==> config.mk <==
export PLATFORM = sky130hd
export DESIGN_NAME = pio_top
export DESIGN_NICKNAME = d
export VERILOG_FILES = /design/src/pio_pkg.sv /design/src/pio_port8.sv /design/src/pio_irq.sv /design/src/pio_top.sv
export SDC_FILE = /design/constraint.sdc
export NUM_CORES = 1
export LEC_CHECK = 0
export BUFFER_PORTS_ARGS = -buffer_cell sky130_fd_sc_hd__buf_2
export CORE_MARGIN = 10
export CORE_UTILIZATION = 40
export DETAILED_ROUTE_END_ITERATION = 10
export PLACE_DENSITY = 0.63
export SYNTH_ARGS = -nofsm -noshare
export SYNTH_HDL_FRONTEND = slang
export SYNTH_SLANG_ARGS = --single-unit
==> constraint.sdc <==
create_clock -name pclk -period 2.75 [get_ports pclk]
set_input_delay 0.4125 -clock pclk [delete_from_list [all_inputs] [get_ports pclk]]
set_output_delay 0.4125 -clock pclk [all_outputs]
set_load 0.01 [all_outputs]
==> src/pio_pkg.sv <==
// constants, register map and control layout of the dual parallel i/o block
//
// Behaviour
// The block answers in two address blocks of eight ports, one block per interface unit, each picked by its own select.
//     The code decodes four per block: the three port data registers and the control register.
// There are two independent units of 24 lines, each split into two groups of 12 that each run one of three modes.
//     The code gives the second group only two modes, basic and strobed.
// In basic mode every set of four lines in a group has its own input or output direction. The code sets one per port and per half of the third port.
// In strobed mode a group uses eight lines as one port and three of its other four lines for handshake and interrupt.
//     The code takes the first group's interrupt line from the other group: line 3 of the third port.
// In bidirectional mode the first port is an eight-line two-way bus with five handshake lines, one taken from the other group.
// Software can set or clear one line of the third port without touching the others.
// Each unit runs on its own and can raise an interrupt toward the host.
// A port can act as a printer-style strobed output with busy and acknowledge handshake.
// Every line is pulled up, so an undriven input reads as one.
// Within a block the low address picks a port data register or the control register, eight bits per access.
package pio_pkg;

   // ==========================================================
   // sizes
   localparam int UNITS      = 2;
   localparam int PORT_W     = 8;
   localparam int PORTS      = 3;
   localparam int LINES      = UNITS * PORTS * PORT_W;
   localparam int ADDR_W     = 8;
   localparam int DATA_W     = 32;
   localparam int IRQ_W      = 4;

   // ==========================================================
   // address map (byte addresses)
   localparam int BLK_BIT    = 5;
   localparam int IDX_HI     = 4;
   localparam int IDX_LO     = 2;
   localparam logic [2:0] IDX_PORT_A = 3'h0;
   localparam logic [2:0] IDX_PORT_B = 3'h1;
   localparam logic [2:0] IDX_PORT_C = 3'h2;
   localparam logic [2:0] IDX_CTL    = 3'h3;
   localparam logic [ADDR_W-1:0] UNIT_SPAN     = 8'h40;
   localparam logic [ADDR_W-1:0] IRQ_STAT_ADDR = 8'h40;
   localparam logic [ADDR_W-1:0] IRQ_MASK_ADDR = 8'h44;

   // ==========================================================
   // control byte layout
   localparam int CTL_MODESET = 7;
   localparam int CTL_AMODE_HI = 6;
   localparam int CTL_AMODE_LO = 5;
   localparam int CTL_A_IN    = 4;
   localparam int CTL_CU_IN   = 3;
   localparam int CTL_B_MODE  = 2;
   localparam int CTL_B_IN    = 1;
   localparam int CTL_CL_IN   = 0;
   localparam int BSR_SEL_HI  = 3;
   localparam int BSR_SEL_LO  = 1;
   localparam int BSR_VAL     = 0;
   localparam logic [7:0] CTL_RST = 8'h9B;

   // ==========================================================
   // group a modes
   localparam logic [1:0] MODE_BASIC   = 2'h0;
   localparam logic [1:0] MODE_STROBED = 2'h1;
   localparam int         MODE_BIDIR_BIT = 1;

   // ==========================================================
   // third port line roles under handshake
   localparam int C_B_INTR = 0;
   localparam int C_B_FLAG = 1;
   localparam int C_B_HS   = 2;
   localparam int C_A_INTR = 3;
   localparam int C_A_STB  = 4;
   localparam int C_A_IBF  = 5;
   localparam int C_A_ACK  = 6;
   localparam int C_A_OBF  = 7;

endpackage

==> src/pio_port8.sv <==
// one strobed 8-bit port with input latch, output register and handshake flags
`timescale 1ns/1ns
module pio_port8
   import pio_pkg::*;
(
   // clock and reset
   input  wire logic              pclk,
   input  wire logic              presetn,
   // mode
   input  wire logic              strb_en,
   input  wire logic              dir_in,
   input  wire logic              bidir,
   input  wire logic              clr,
   // handshake lines
   input  wire logic              stb_n,
   input  wire logic              ack_n,
   input  wire logic [PORT_W-1:0] lines,
   input  wire logic              inte_in,
   input  wire logic              inte_out,
   // host side
   input  wire logic              wr_pls,
   input  wire logic              rd_pls,
   input  wire logic [PORT_W-1:0] wdata,
   // results
   output logic      [PORT_W-1:0] in_lat_r,
   output logic      [PORT_W-1:0] out_r,
   output logic                   ibf_r,
   output logic                   obf_n_r,
   output logic                   intr,
   output logic                   ev
);

   logic stb_q_r;
   logic ack_q_r;
   logic intr_i_r;
   logic intr_o_r;

   // ==========================================================
   // edge detection
   wire in_act   = strb_en & (dir_in | bidir);
   wire out_act  = strb_en & (~dir_in | bidir);
   wire stb_fall = in_act & stb_q_r & ~stb_n;
   wire stb_rise = in_act & ~stb_q_r & stb_n;
   wire ack_fall = out_act & ack_q_r & ~ack_n;
   wire ack_rise = out_act & ~ack_q_r & ack_n;
   wire set_i    = stb_rise & ibf_r & inte_in;
   wire set_o    = ack_rise & obf_n_r & inte_out;

   // flags: set wins over clear
   wire ibf_nxt    = stb_fall | (ibf_r & ~rd_pls);
   wire intr_i_nxt = set_i | (intr_i_r & ~rd_pls);
   wire obf_n_nxt  = ~((wr_pls & out_act) | (~obf_n_r & ~ack_fall));
   wire intr_o_nxt = set_o | (intr_o_r & ~wr_pls);

   assign intr = intr_i_r | intr_o_r;
   assign ev   = set_i | set_o;

   // ==========================================================
   // state
   always_ff @(posedge pclk or negedge presetn)
   begin
      if (!presetn)
      begin
         stb_q_r  <= 1'b1;
         ack_q_r  <= 1'b1;
         in_lat_r <= '0;
         out_r    <= '0;
         ibf_r    <= 1'b0;
         obf_n_r  <= 1'b1;
         intr_i_r <= 1'b0;
         intr_o_r <= 1'b0;
      end
      else
      begin
         stb_q_r  <= stb_n;
         ack_q_r  <= ack_n;
         in_lat_r <= stb_fall ? lines : in_lat_r;
         out_r    <= clr ? '0 : (wr_pls ? wdata : out_r);
         ibf_r    <= ~clr & ibf_nxt;
         obf_n_r  <= clr | obf_n_nxt;
         intr_i_r <= ~clr & intr_i_nxt;
         intr_o_r <= ~clr & intr_o_nxt;
      end
   end

endmodule

==> src/pio_irq.sv <==
// sticky interrupt status, mask and one level interrupt output
`timescale 1ns/1ns
module pio_irq
   import pio_pkg::*;
(
   // clock and reset
   input  wire logic             pclk,
   input  wire logic             presetn,
   // events
   input  wire logic [IRQ_W-1:0] ev,
   // register access
   input  wire logic             stat_wr,
   input  wire logic             mask_wr,
   input  wire logic [IRQ_W-1:0] wdata,
   // state
   output logic      [IRQ_W-1:0] stat_r,
   output logic      [IRQ_W-1:0] mask_r,
   output logic                  irq_r
);

   // write one to clear, a new event wins
   wire [IRQ_W-1:0] clr_bits = stat_wr ? wdata : '0;
   wire [IRQ_W-1:0] stat_nxt = ev | (stat_r & ~clr_bits);
   wire [IRQ_W-1:0] mask_nxt = mask_wr ? wdata : mask_r;

   always_ff @(posedge pclk or negedge presetn)
   begin
      if (!presetn)
      begin
         stat_r <= '0;
         mask_r <= '0;
         irq_r  <= 1'b0;
      end
      else
      begin
         stat_r <= stat_nxt;
         mask_r <= mask_nxt;
         irq_r  <= |(stat_nxt & mask_nxt);
      end
   end

endmodule

==> src/pio_top.sv <==
// dual parallel i/o block: apb slave, two interface units, interrupt gating
//
// Added by the designer: the APB interface to the registers and the address map.
`timescale 1ns/1ns
module pio_top
   import pio_pkg::*;
(
   // clock and reset
   input  wire logic              pclk,
   input  wire logic              presetn,
   // apb slave
   input  wire logic              psel,
   input  wire logic              penable,
   input  wire logic              pwrite,
   input  wire logic [ADDR_W-1:0] paddr,
   input  wire logic [DATA_W-1:0] pwdata,
   output logic                   pready,
   output logic      [DATA_W-1:0] prdata,
   output logic                   pslverr,
   // parallel lines
   input  wire logic [LINES-1:0]  pio_in,
   input  wire logic [LINES-1:0]  pio_ext_oe,
   output logic      [LINES-1:0]  pio_out,
   output logic      [LINES-1:0]  pio_oe,
   // interrupt
   output logic                   irq
);

   // ==========================================================
   // helpers
   function automatic logic [1:0] cbit(input logic hs, input logic drv, input logic val,
                                       input logic lat, input logic boe);
      cbit = hs ? {drv, val} : {boe, lat};
   endfunction

   function automatic logic hit(input logic [ADDR_W-1:0] a, input logic [ADDR_W-1:0] r);
      hit = (a == r);
   endfunction

   // ==========================================================
   // apb access
   logic                 pready_r;
   logic [DATA_W-1:0]    prdata_r;
   logic [LINES-1:0]     pio_out_r;
   logic [LINES-1:0]     pio_oe_r;
   logic [PORT_W-1:0]    rd_byte [UNITS*4];
   logic [LINES-1:0]     pin_o_nxt;
   logic [LINES-1:0]     pin_oe_nxt;
   logic [IRQ_W-1:0]     ev;
   logic [IRQ_W-1:0]     irq_stat;
   logic [IRQ_W-1:0]     irq_mask;
   logic                 irq_r;

   wire                  acc       = psel & penable & pready_r;
   wire                  acc_wr    = acc & pwrite;
   wire                  acc_rd    = acc & ~pwrite;
   wire                  in_units  = paddr < UNIT_SPAN;
   wire                  low_block_select  = in_units & ~paddr[BLK_BIT];
   wire                  high_block_select = in_units & paddr[BLK_BIT];
   wire [2:0]            idx       = paddr[IDX_HI:IDX_LO];
   wire [1:0]            blk_sel   = {high_block_select, low_block_select};
   wire                  stat_hit  = hit(paddr, IRQ_STAT_ADDR);
   wire                  mask_hit  = hit(paddr, IRQ_MASK_ADDR);
   wire                  idx_ok    = idx <= IDX_CTL;
   wire [PORT_W-1:0]     wbyte     = pwdata[PORT_W-1:0];
   wire [2:0]            rd_idx    = idx_ok ? idx : 3'h0;
   wire [PORT_W-1:0]     unit_rd   = rd_byte[{paddr[BLK_BIT], rd_idx[1:0]}];
   wire [DATA_W-1:0]     rd_val    = (in_units & idx_ok) ? {24'h000000, unit_rd} :
                                     stat_hit ? {28'h0000000, irq_stat} :
                                     mask_hit ? {28'h0000000, irq_mask} : '0;

   // ==========================================================
   // interface units
   genvar u;
   generate
      for (u = 0; u < UNITS; u = u + 1)
      begin : g_unit
         logic [1:0]        a_mode_r;
         logic              a_in_r;
         logic              cu_in_r;
         logic              b_mode_r;
         logic              b_in_r;
         logic              cl_in_r;
         logic [PORT_W-1:0] c_lat_r;
         logic [PORT_W-1:0] a_inlat;
         logic [PORT_W-1:0] a_out;
         logic [PORT_W-1:0] b_inlat;
         logic [PORT_W-1:0] b_out;
         logic              a_ibf;
         logic              a_obf_n;
         logic              a_intr;
         logic              a_ev;
         logic              b_ibf;
         logic              b_obf_n;
         logic              b_intr;
         logic              b_ev;
         logic [1:0]        cb [PORT_W];

         localparam int BASE = u * PORTS * PORT_W;

         // own selects
         wire sel    = blk_sel[u];
         wire wr_a   = acc_wr & sel & (idx == IDX_PORT_A);
         wire wr_b   = acc_wr & sel & (idx == IDX_PORT_B);
         wire wr_c   = acc_wr & sel & (idx == IDX_PORT_C);
         wire wr_ctl = acc_wr & sel & (idx == IDX_CTL);
         wire rd_a   = acc_rd & sel & (idx == IDX_PORT_A);
         wire rd_b   = acc_rd & sel & (idx == IDX_PORT_B);
         wire modeset = wr_ctl & wbyte[CTL_MODESET];
         wire bitop   = wr_ctl & ~wbyte[CTL_MODESET];
         wire [2:0] bsel = wbyte[BSR_SEL_HI:BSR_SEL_LO];

         // line levels with pull-up on undriven lines
         wire [PORT_W*PORTS-1:0] drv  = pio_oe_r[BASE +: PORT_W*PORTS];
         wire [PORT_W*PORTS-1:0] dval = pio_out_r[BASE +: PORT_W*PORTS];
         wire [PORT_W*PORTS-1:0] xoe  = pio_ext_oe[BASE +: PORT_W*PORTS];
         wire [PORT_W*PORTS-1:0] xin  = pio_in[BASE +: PORT_W*PORTS];
         wire [PORT_W*PORTS-1:0] lv   = drv & dval | ~drv & (~xoe | xin);
         wire [PORT_W-1:0] a_lv = lv[0 +: PORT_W];
         wire [PORT_W-1:0] b_lv = lv[PORT_W +: PORT_W];
         wire [PORT_W-1:0] c_lv = lv[2*PORT_W +: PORT_W];

         // mode decode
         wire a_bidir  = a_mode_r[MODE_BIDIR_BIT];
         wire a_hs     = a_mode_r != MODE_BASIC;
         wire a_hs_in  = a_hs & (a_in_r | a_bidir);
         wire a_hs_out = a_hs & (~a_in_r | a_bidir);
         wire b_hs     = b_mode_r;

         // control register and bit set/reset
         always_ff @(posedge pclk or negedge presetn)
         begin
            if (!presetn)
            begin
               a_mode_r <= CTL_RST[CTL_AMODE_HI:CTL_AMODE_LO];
               a_in_r   <= CTL_RST[CTL_A_IN];
               cu_in_r  <= CTL_RST[CTL_CU_IN];
               b_mode_r <= CTL_RST[CTL_B_MODE];
               b_in_r   <= CTL_RST[CTL_B_IN];
               cl_in_r  <= CTL_RST[CTL_CL_IN];
               c_lat_r  <= '0;
            end
            else if (modeset)
            begin
               a_mode_r <= wbyte[CTL_AMODE_HI:CTL_AMODE_LO];
               a_in_r   <= wbyte[CTL_A_IN];
               cu_in_r  <= wbyte[CTL_CU_IN];
               b_mode_r <= wbyte[CTL_B_MODE];
               b_in_r   <= wbyte[CTL_B_IN];
               cl_in_r  <= wbyte[CTL_CL_IN];
               c_lat_r  <= '0;
            end
            else if (bitop)
            begin
               c_lat_r[bsel] <= wbyte[BSR_VAL];
            end
            else if (wr_c)
            begin
               c_lat_r <= wbyte;
            end
         end

         // first port: strobed, output or two-way
         pio_port8 u_pa (
            .pclk     (pclk),
            .presetn  (presetn),
            .strb_en  (a_hs),
            .dir_in   (a_in_r),
            .bidir    (a_bidir),
            .clr      (modeset),
            .stb_n    (c_lv[C_A_STB]),
            .ack_n    (c_lv[C_A_ACK]),
            .lines    (a_lv),
            .inte_in  (c_lat_r[C_A_STB]),
            .inte_out (c_lat_r[C_A_ACK]),
            .wr_pls   (wr_a),
            .rd_pls   (rd_a),
            .wdata    (wbyte),
            .in_lat_r (a_inlat),
            .out_r    (a_out),
            .ibf_r    (a_ibf),
            .obf_n_r  (a_obf_n),
            .intr     (a_intr),
            .ev       (a_ev)
         );

         // second port: strobed one way only
         pio_port8 u_pb (
            .pclk     (pclk),
            .presetn  (presetn),
            .strb_en  (b_hs),
            .dir_in   (b_in_r),
            .bidir    (1'b0),
            .clr      (modeset),
            .stb_n    (c_lv[C_B_HS]),
            .ack_n    (c_lv[C_B_HS]),
            .lines    (b_lv),
            .inte_in  (c_lat_r[C_B_HS]),
            .inte_out (c_lat_r[C_B_HS]),
            .wr_pls   (wr_b),
            .rd_pls   (rd_b),
            .wdata    (wbyte),
            .in_lat_r (b_inlat),
            .out_r    (b_out),
            .ibf_r    (b_ibf),
            .obf_n_r  (b_obf_n),
            .intr     (b_intr),
            .ev       (b_ev)
         );

         // third port line roles
         assign cb[C_B_INTR] = cbit(b_hs, 1'b1, b_intr, c_lat_r[C_B_INTR], ~cl_in_r);
         assign cb[C_B_FLAG] = cbit(b_hs, 1'b1, b_in_r ? b_ibf : b_obf_n,
                                    c_lat_r[C_B_FLAG], ~cl_in_r);
         assign cb[C_B_HS]   = cbit(b_hs, 1'b0, 1'b0, c_lat_r[C_B_HS], ~cl_in_r);
         assign cb[C_A_INTR] = cbit(a_hs, 1'b1, a_intr, c_lat_r[C_A_INTR], ~cl_in_r);
         assign cb[C_A_STB]  = cbit(a_hs_in, 1'b0, 1'b0, c_lat_r[C_A_STB], ~cu_in_r);
         assign cb[C_A_IBF]  = cbit(a_hs_in, 1'b1, a_ibf, c_lat_r[C_A_IBF], ~cu_in_r);
         assign cb[C_A_ACK]  = cbit(a_hs_out, 1'b0, 1'b0, c_lat_r[C_A_ACK], ~cu_in_r);
         assign cb[C_A_OBF]  = cbit(a_hs_out, 1'b1, a_obf_n, c_lat_r[C_A_OBF], ~cu_in_r);

         genvar k;
         for (k = 0; k < PORT_W; k = k + 1)
         begin : g_cbit
            assign pin_o_nxt[BASE + 2*PORT_W + k]  = cb[k][0];
            assign pin_oe_nxt[BASE + 2*PORT_W + k] = cb[k][1];
         end

         // first and second port drive
         assign pin_o_nxt[BASE +: PORT_W]           = a_out;
         assign pin_oe_nxt[BASE +: PORT_W]          = a_bidir ? {PORT_W{~c_lv[C_A_ACK]}} :
                                                      {PORT_W{~a_in_r}};
         assign pin_o_nxt[BASE + PORT_W +: PORT_W]  = b_out;
         assign pin_oe_nxt[BASE + PORT_W +: PORT_W] = {PORT_W{~b_in_r}};

         // read values
         assign rd_byte[u*4 + 0] = a_hs_in ? a_inlat : (a_in_r ? a_lv : a_out);
         assign rd_byte[u*4 + 1] = (b_hs & b_in_r) ? b_inlat : (b_in_r ? b_lv : b_out);
         assign rd_byte[u*4 + 2] = c_lv;
         assign rd_byte[u*4 + 3] = {1'b1, a_mode_r, a_in_r, cu_in_r, b_mode_r, b_in_r, cl_in_r};
         assign ev[u*2 +: 2]     = {b_ev, a_ev};
      end
   endgenerate

   // ==========================================================
   // interrupts
   pio_irq u_irq (
      .pclk    (pclk),
      .presetn (presetn),
      .ev      (ev),
      .stat_wr (acc_wr & stat_hit),
      .mask_wr (acc_wr & mask_hit),
      .wdata   (pwdata[IRQ_W-1:0]),
      .stat_r  (irq_stat),
      .mask_r  (irq_mask),
      .irq_r   (irq_r)
   );

   // ==========================================================
   // registered outputs
   always_ff @(posedge pclk or negedge presetn)
   begin
      if (!presetn)
      begin
         pready_r  <= 1'b0;
         prdata_r  <= '0;
         pio_out_r <= '0;
         pio_oe_r  <= '0;
      end
      else
      begin
         pready_r  <= psel & penable & ~pready_r;
         prdata_r  <= (psel & penable & ~pready_r & ~pwrite) ? rd_val : '0;
         pio_out_r <= pin_o_nxt;
         pio_oe_r  <= pin_oe_nxt;
      end
   end

   assign pready  = pready_r;
   assign prdata  = prdata_r;
   assign pslverr = 1'b0;
   assign pio_out = pio_out_r;
   assign pio_oe  = pio_oe_r;
   assign irq     = irq_r;

endmodule

==> results.md <==
* H-tree levels at 4
* Root buffer cell: clkbuf_16
* Critical path type: reg2reg
* Post-synth EDFFs at 0
* Post-Syn Area at 10,100 µm²
* Pleak at 5.52 nW
* Iteration-0 DRC Markers at 1,014
* Chip width at 179 µm
* Worst Path Max Fanout at 11
* Maximum root-to-sink buffer count at 2
* RSZ-0062 raised after global routing: false
* Final worst setup slack at 371 ps
* Data arrival time of the worst path at 2760 ps
* Post-CTS Setup Bufs at 0
* Hold Vio Cnt, Final at 0
* Syn-to-layout area delta at 18.6%
* Critical path data required time at 3130 ps
* # setup viols final at 0
* Comb pwr share at 0.087
* Sequential Power Share at 0.509
* Gate Count Post-Synth at 1,054
* Post-synth cell types at 70
* Commonest non-fill, non-tap cell in the layout: buf_2
* GRT Util Overall at 0.203
* Crit end category: flop
* Via density at 5.51
* Nets at 1,382
* Final Cycle Share at 0.865
* Post-CTS Hold Buffers at 1
* Die height at 179 µm
* Post-layout min period at 2380 ps
* Worst hold margin at 281 ps
* HPWL after detailed placement at 24,600 µm
* Final WL at 33,400 µm
* Slew HR at 0.156
* Synth warn at 0
* Leading area contributor after synthesis: dfrtp_1
* Clock share of power at 0.403
* Area contributors post-synth: dfrtp_1, nand2_1, dfstp_2, a21oi_1, buf_4
* Via count at 8,732
* Drt pass-1 iters at 5
* First-pass GRT wire length at 49,900 µm
* CTS resizes at 0
* # rows at 58
* PwrDens at 499 nW/µm²
* Clk slew on worst S/H paths at 80 ps
* Max Cap Violations at 0
* Post-synth top area share at 0.452
* Pre-CTS setup slack at 154 ps
* Top FF cell, synth: dfrtp_1
* Initial Util at 0.404
* CTS buffer count at 17
* Vias in the first global route at 8,575
* Later-pin clock latency in the skew report at 440 ps
* Worst setup SP type: flop
* Setup TNS at 0 ps
* GPL Wtd Cong at 0.904
* Largest net degree at the start of global routing at 78
* Setup Skew at 13.1 ps
* FF+latch count, synth at 200
* Port buffer count at 222
* CTS tree: built
* Internal power at 4.46 mW
* DR DRC count at 0
* Routed Antenna Nets at 0
* Worst-Margin Slew at 1260 ps
* Final Max Slew Viols at 0
* Clock Sinks at 200
* Ports at 272
* Sw Ratio at 0.253
* Asr flop ratio synth at 1.00
* Core ar. at 25,000 µm²
* Die area at 31,900 µm²
* Fillers at 2,384
* Total gr overflow at 0
* Post-synthesis sequential area ratio at 0.499
* Routed WL per cell at 21.0 µm
* Status: completed
* Most frequent cells in the layout: buf_2, dfrtp_1, nand2_1
* Worst Hold Class: in2reg
* Fmax at 420 MHz
* Number of antenna violations at the first check in global routing at 4
* Layout cell share with drive strength beyond 1 at 0.262
* Maximum VDD drop at 0.303 mV
* Synth Area per Inst at 9.56 µm²
* P_sw at 1.51 mW
==> area by class of cell <==
cell class	count	area, µm²	share of cell area
clock inverters	11	101	0.00848
repair buffers	262	1460	0.122
inverters	22	82.6	0.00691
well taps	330	413	0.0345
flip-flops and latches	200	5030	0.421
multi-input cells	738	4420	0.369
diodes	2	5.00	0.000419
clock buffers	21	450	0.0377
==> per-stage QoR <==
stage	utilization	power [mW]	instance area (µm²)	instances
floorplan	-	3.33	10200	1078
detailed placement	0.456	3.60	11400	1551
CTS	0.479	5.99	12000	1584
finish	0.479	5.96	12000	1586
global route	0.479	6.15	12000	1585
global placement	0.456	3.60	11400	1551
==> critical path, stage by stage (launching register included) <==
cell      delay (ps)
dfrtp_1          460
a21oi_1          860
nor2_1            70
o311ai_0         660
o211a_1          270
==> layer usage <==
metal | vias up | global-route usage | share of wire
met5 | - | 0 | 0.00024
met4 | 2 | 0.0734 | 0.028
met3 | 57 | 0.0425 | 0.082
met2 | 373 | 0.322 | 0.47
met1 | 4265 | 0.268 | 0.42
li1 | 4035 | - | -
==> synth_stat cells (3+ instances only) <==
master     number
dfrtp_1       182
nand2_1       133
a21oi_1        85
nor2_1         73
clkbuf_1       59
buf_4          55
nand2b_1       36
nand3_1        34
mux2i_1        31
nor2b_1        31
nor3b_1        26
o31ai_1        26
o21ai_0        23
mux2_1         20
o211ai_1       20
dfstp_2        18
inv_1          18
nor3_1         18
o21ai_1        17
a31oi_1        15
a21o_1          8
o311a_1         8
o311ai_0        8
or3b_1          8
nand4_1         6
and2_1          5
or3b_2          5
and3_1          4
inv_2           4
nor4_1          4
o221ai_1        4
o22ai_1         4
or3_1           4
a32o_1          3
mux2_2          3
nand3b_1        3
o2111ai_1       3
o211a_1         3
o22a_1          3
o311ai_1        3
or2_1           3
==> power groups by stage <==
stage	sequential (mW)	combinational, mW	clock, mW
3_5_place_dp	3.09	0.512	0
2_1_floorplan	3.09	0.243	0
4_1_cts	3.04	0.516	2.43
3_3_place_gp	3.09	0.507	0
5_1_grt	3.04	0.568	2.54
6_report	3.04	0.520	2.41
==> final timing paths <==
kind	from	to	slack, ps	cells after the start
worst max-delay path	g_unit[0].a_mode_r[0]$_DFFE_PN0P_	prdata[2]$_DFF_PN0_	370	4
worst min-delay path	pio_in[20]	g_unit[0].u_pa.stb_q_r$_DFF_PN1_	280	3
worst max register to register	g_unit[0].a_mode_r[0]$_DFFE_PN0P_	prdata[2]$_DFF_PN0_	370	4
worst min register to register	g_unit[1].u_pa.out_r[5]$_DFFE_PN0P_	pio_out[29]$_DFF_PN0_	400	0
max in group asynchronous	presetn	g_unit[1].cu_in_r$_DFFE_PN1P_	1430	3
min in group asynchronous	presetn	pio_oe[7]$_DFF_PN0_	500	2
==> sequential cells by signal, summed over array words and instances, names as in the netlist, 4 cells and up <==
register	count
pio_out	48
pio_oe	18
g_unit.c_lat_r	16
g_unit.u_pa.in_lat_r	16
g_unit.u_pa.out_r	16
g_unit.u_pb.in_lat_r	16
g_unit.u_pb.out_r	16
prdata	8
g_unit.a_mode_r	4
u_irq.mask_r	4
u_irq.stat_r	4
==> cell families after synthesis <==
| logic type | synth area share |
|---|---|
| buf+inv | 0.0736 |
| compound gates | 0.164 |
| simple gates | 0.204 |
| mux | 0.0595 |
| flops | 0.499 |
| other cells | 0.000372 |
Power figures use the tool's default switching activity.
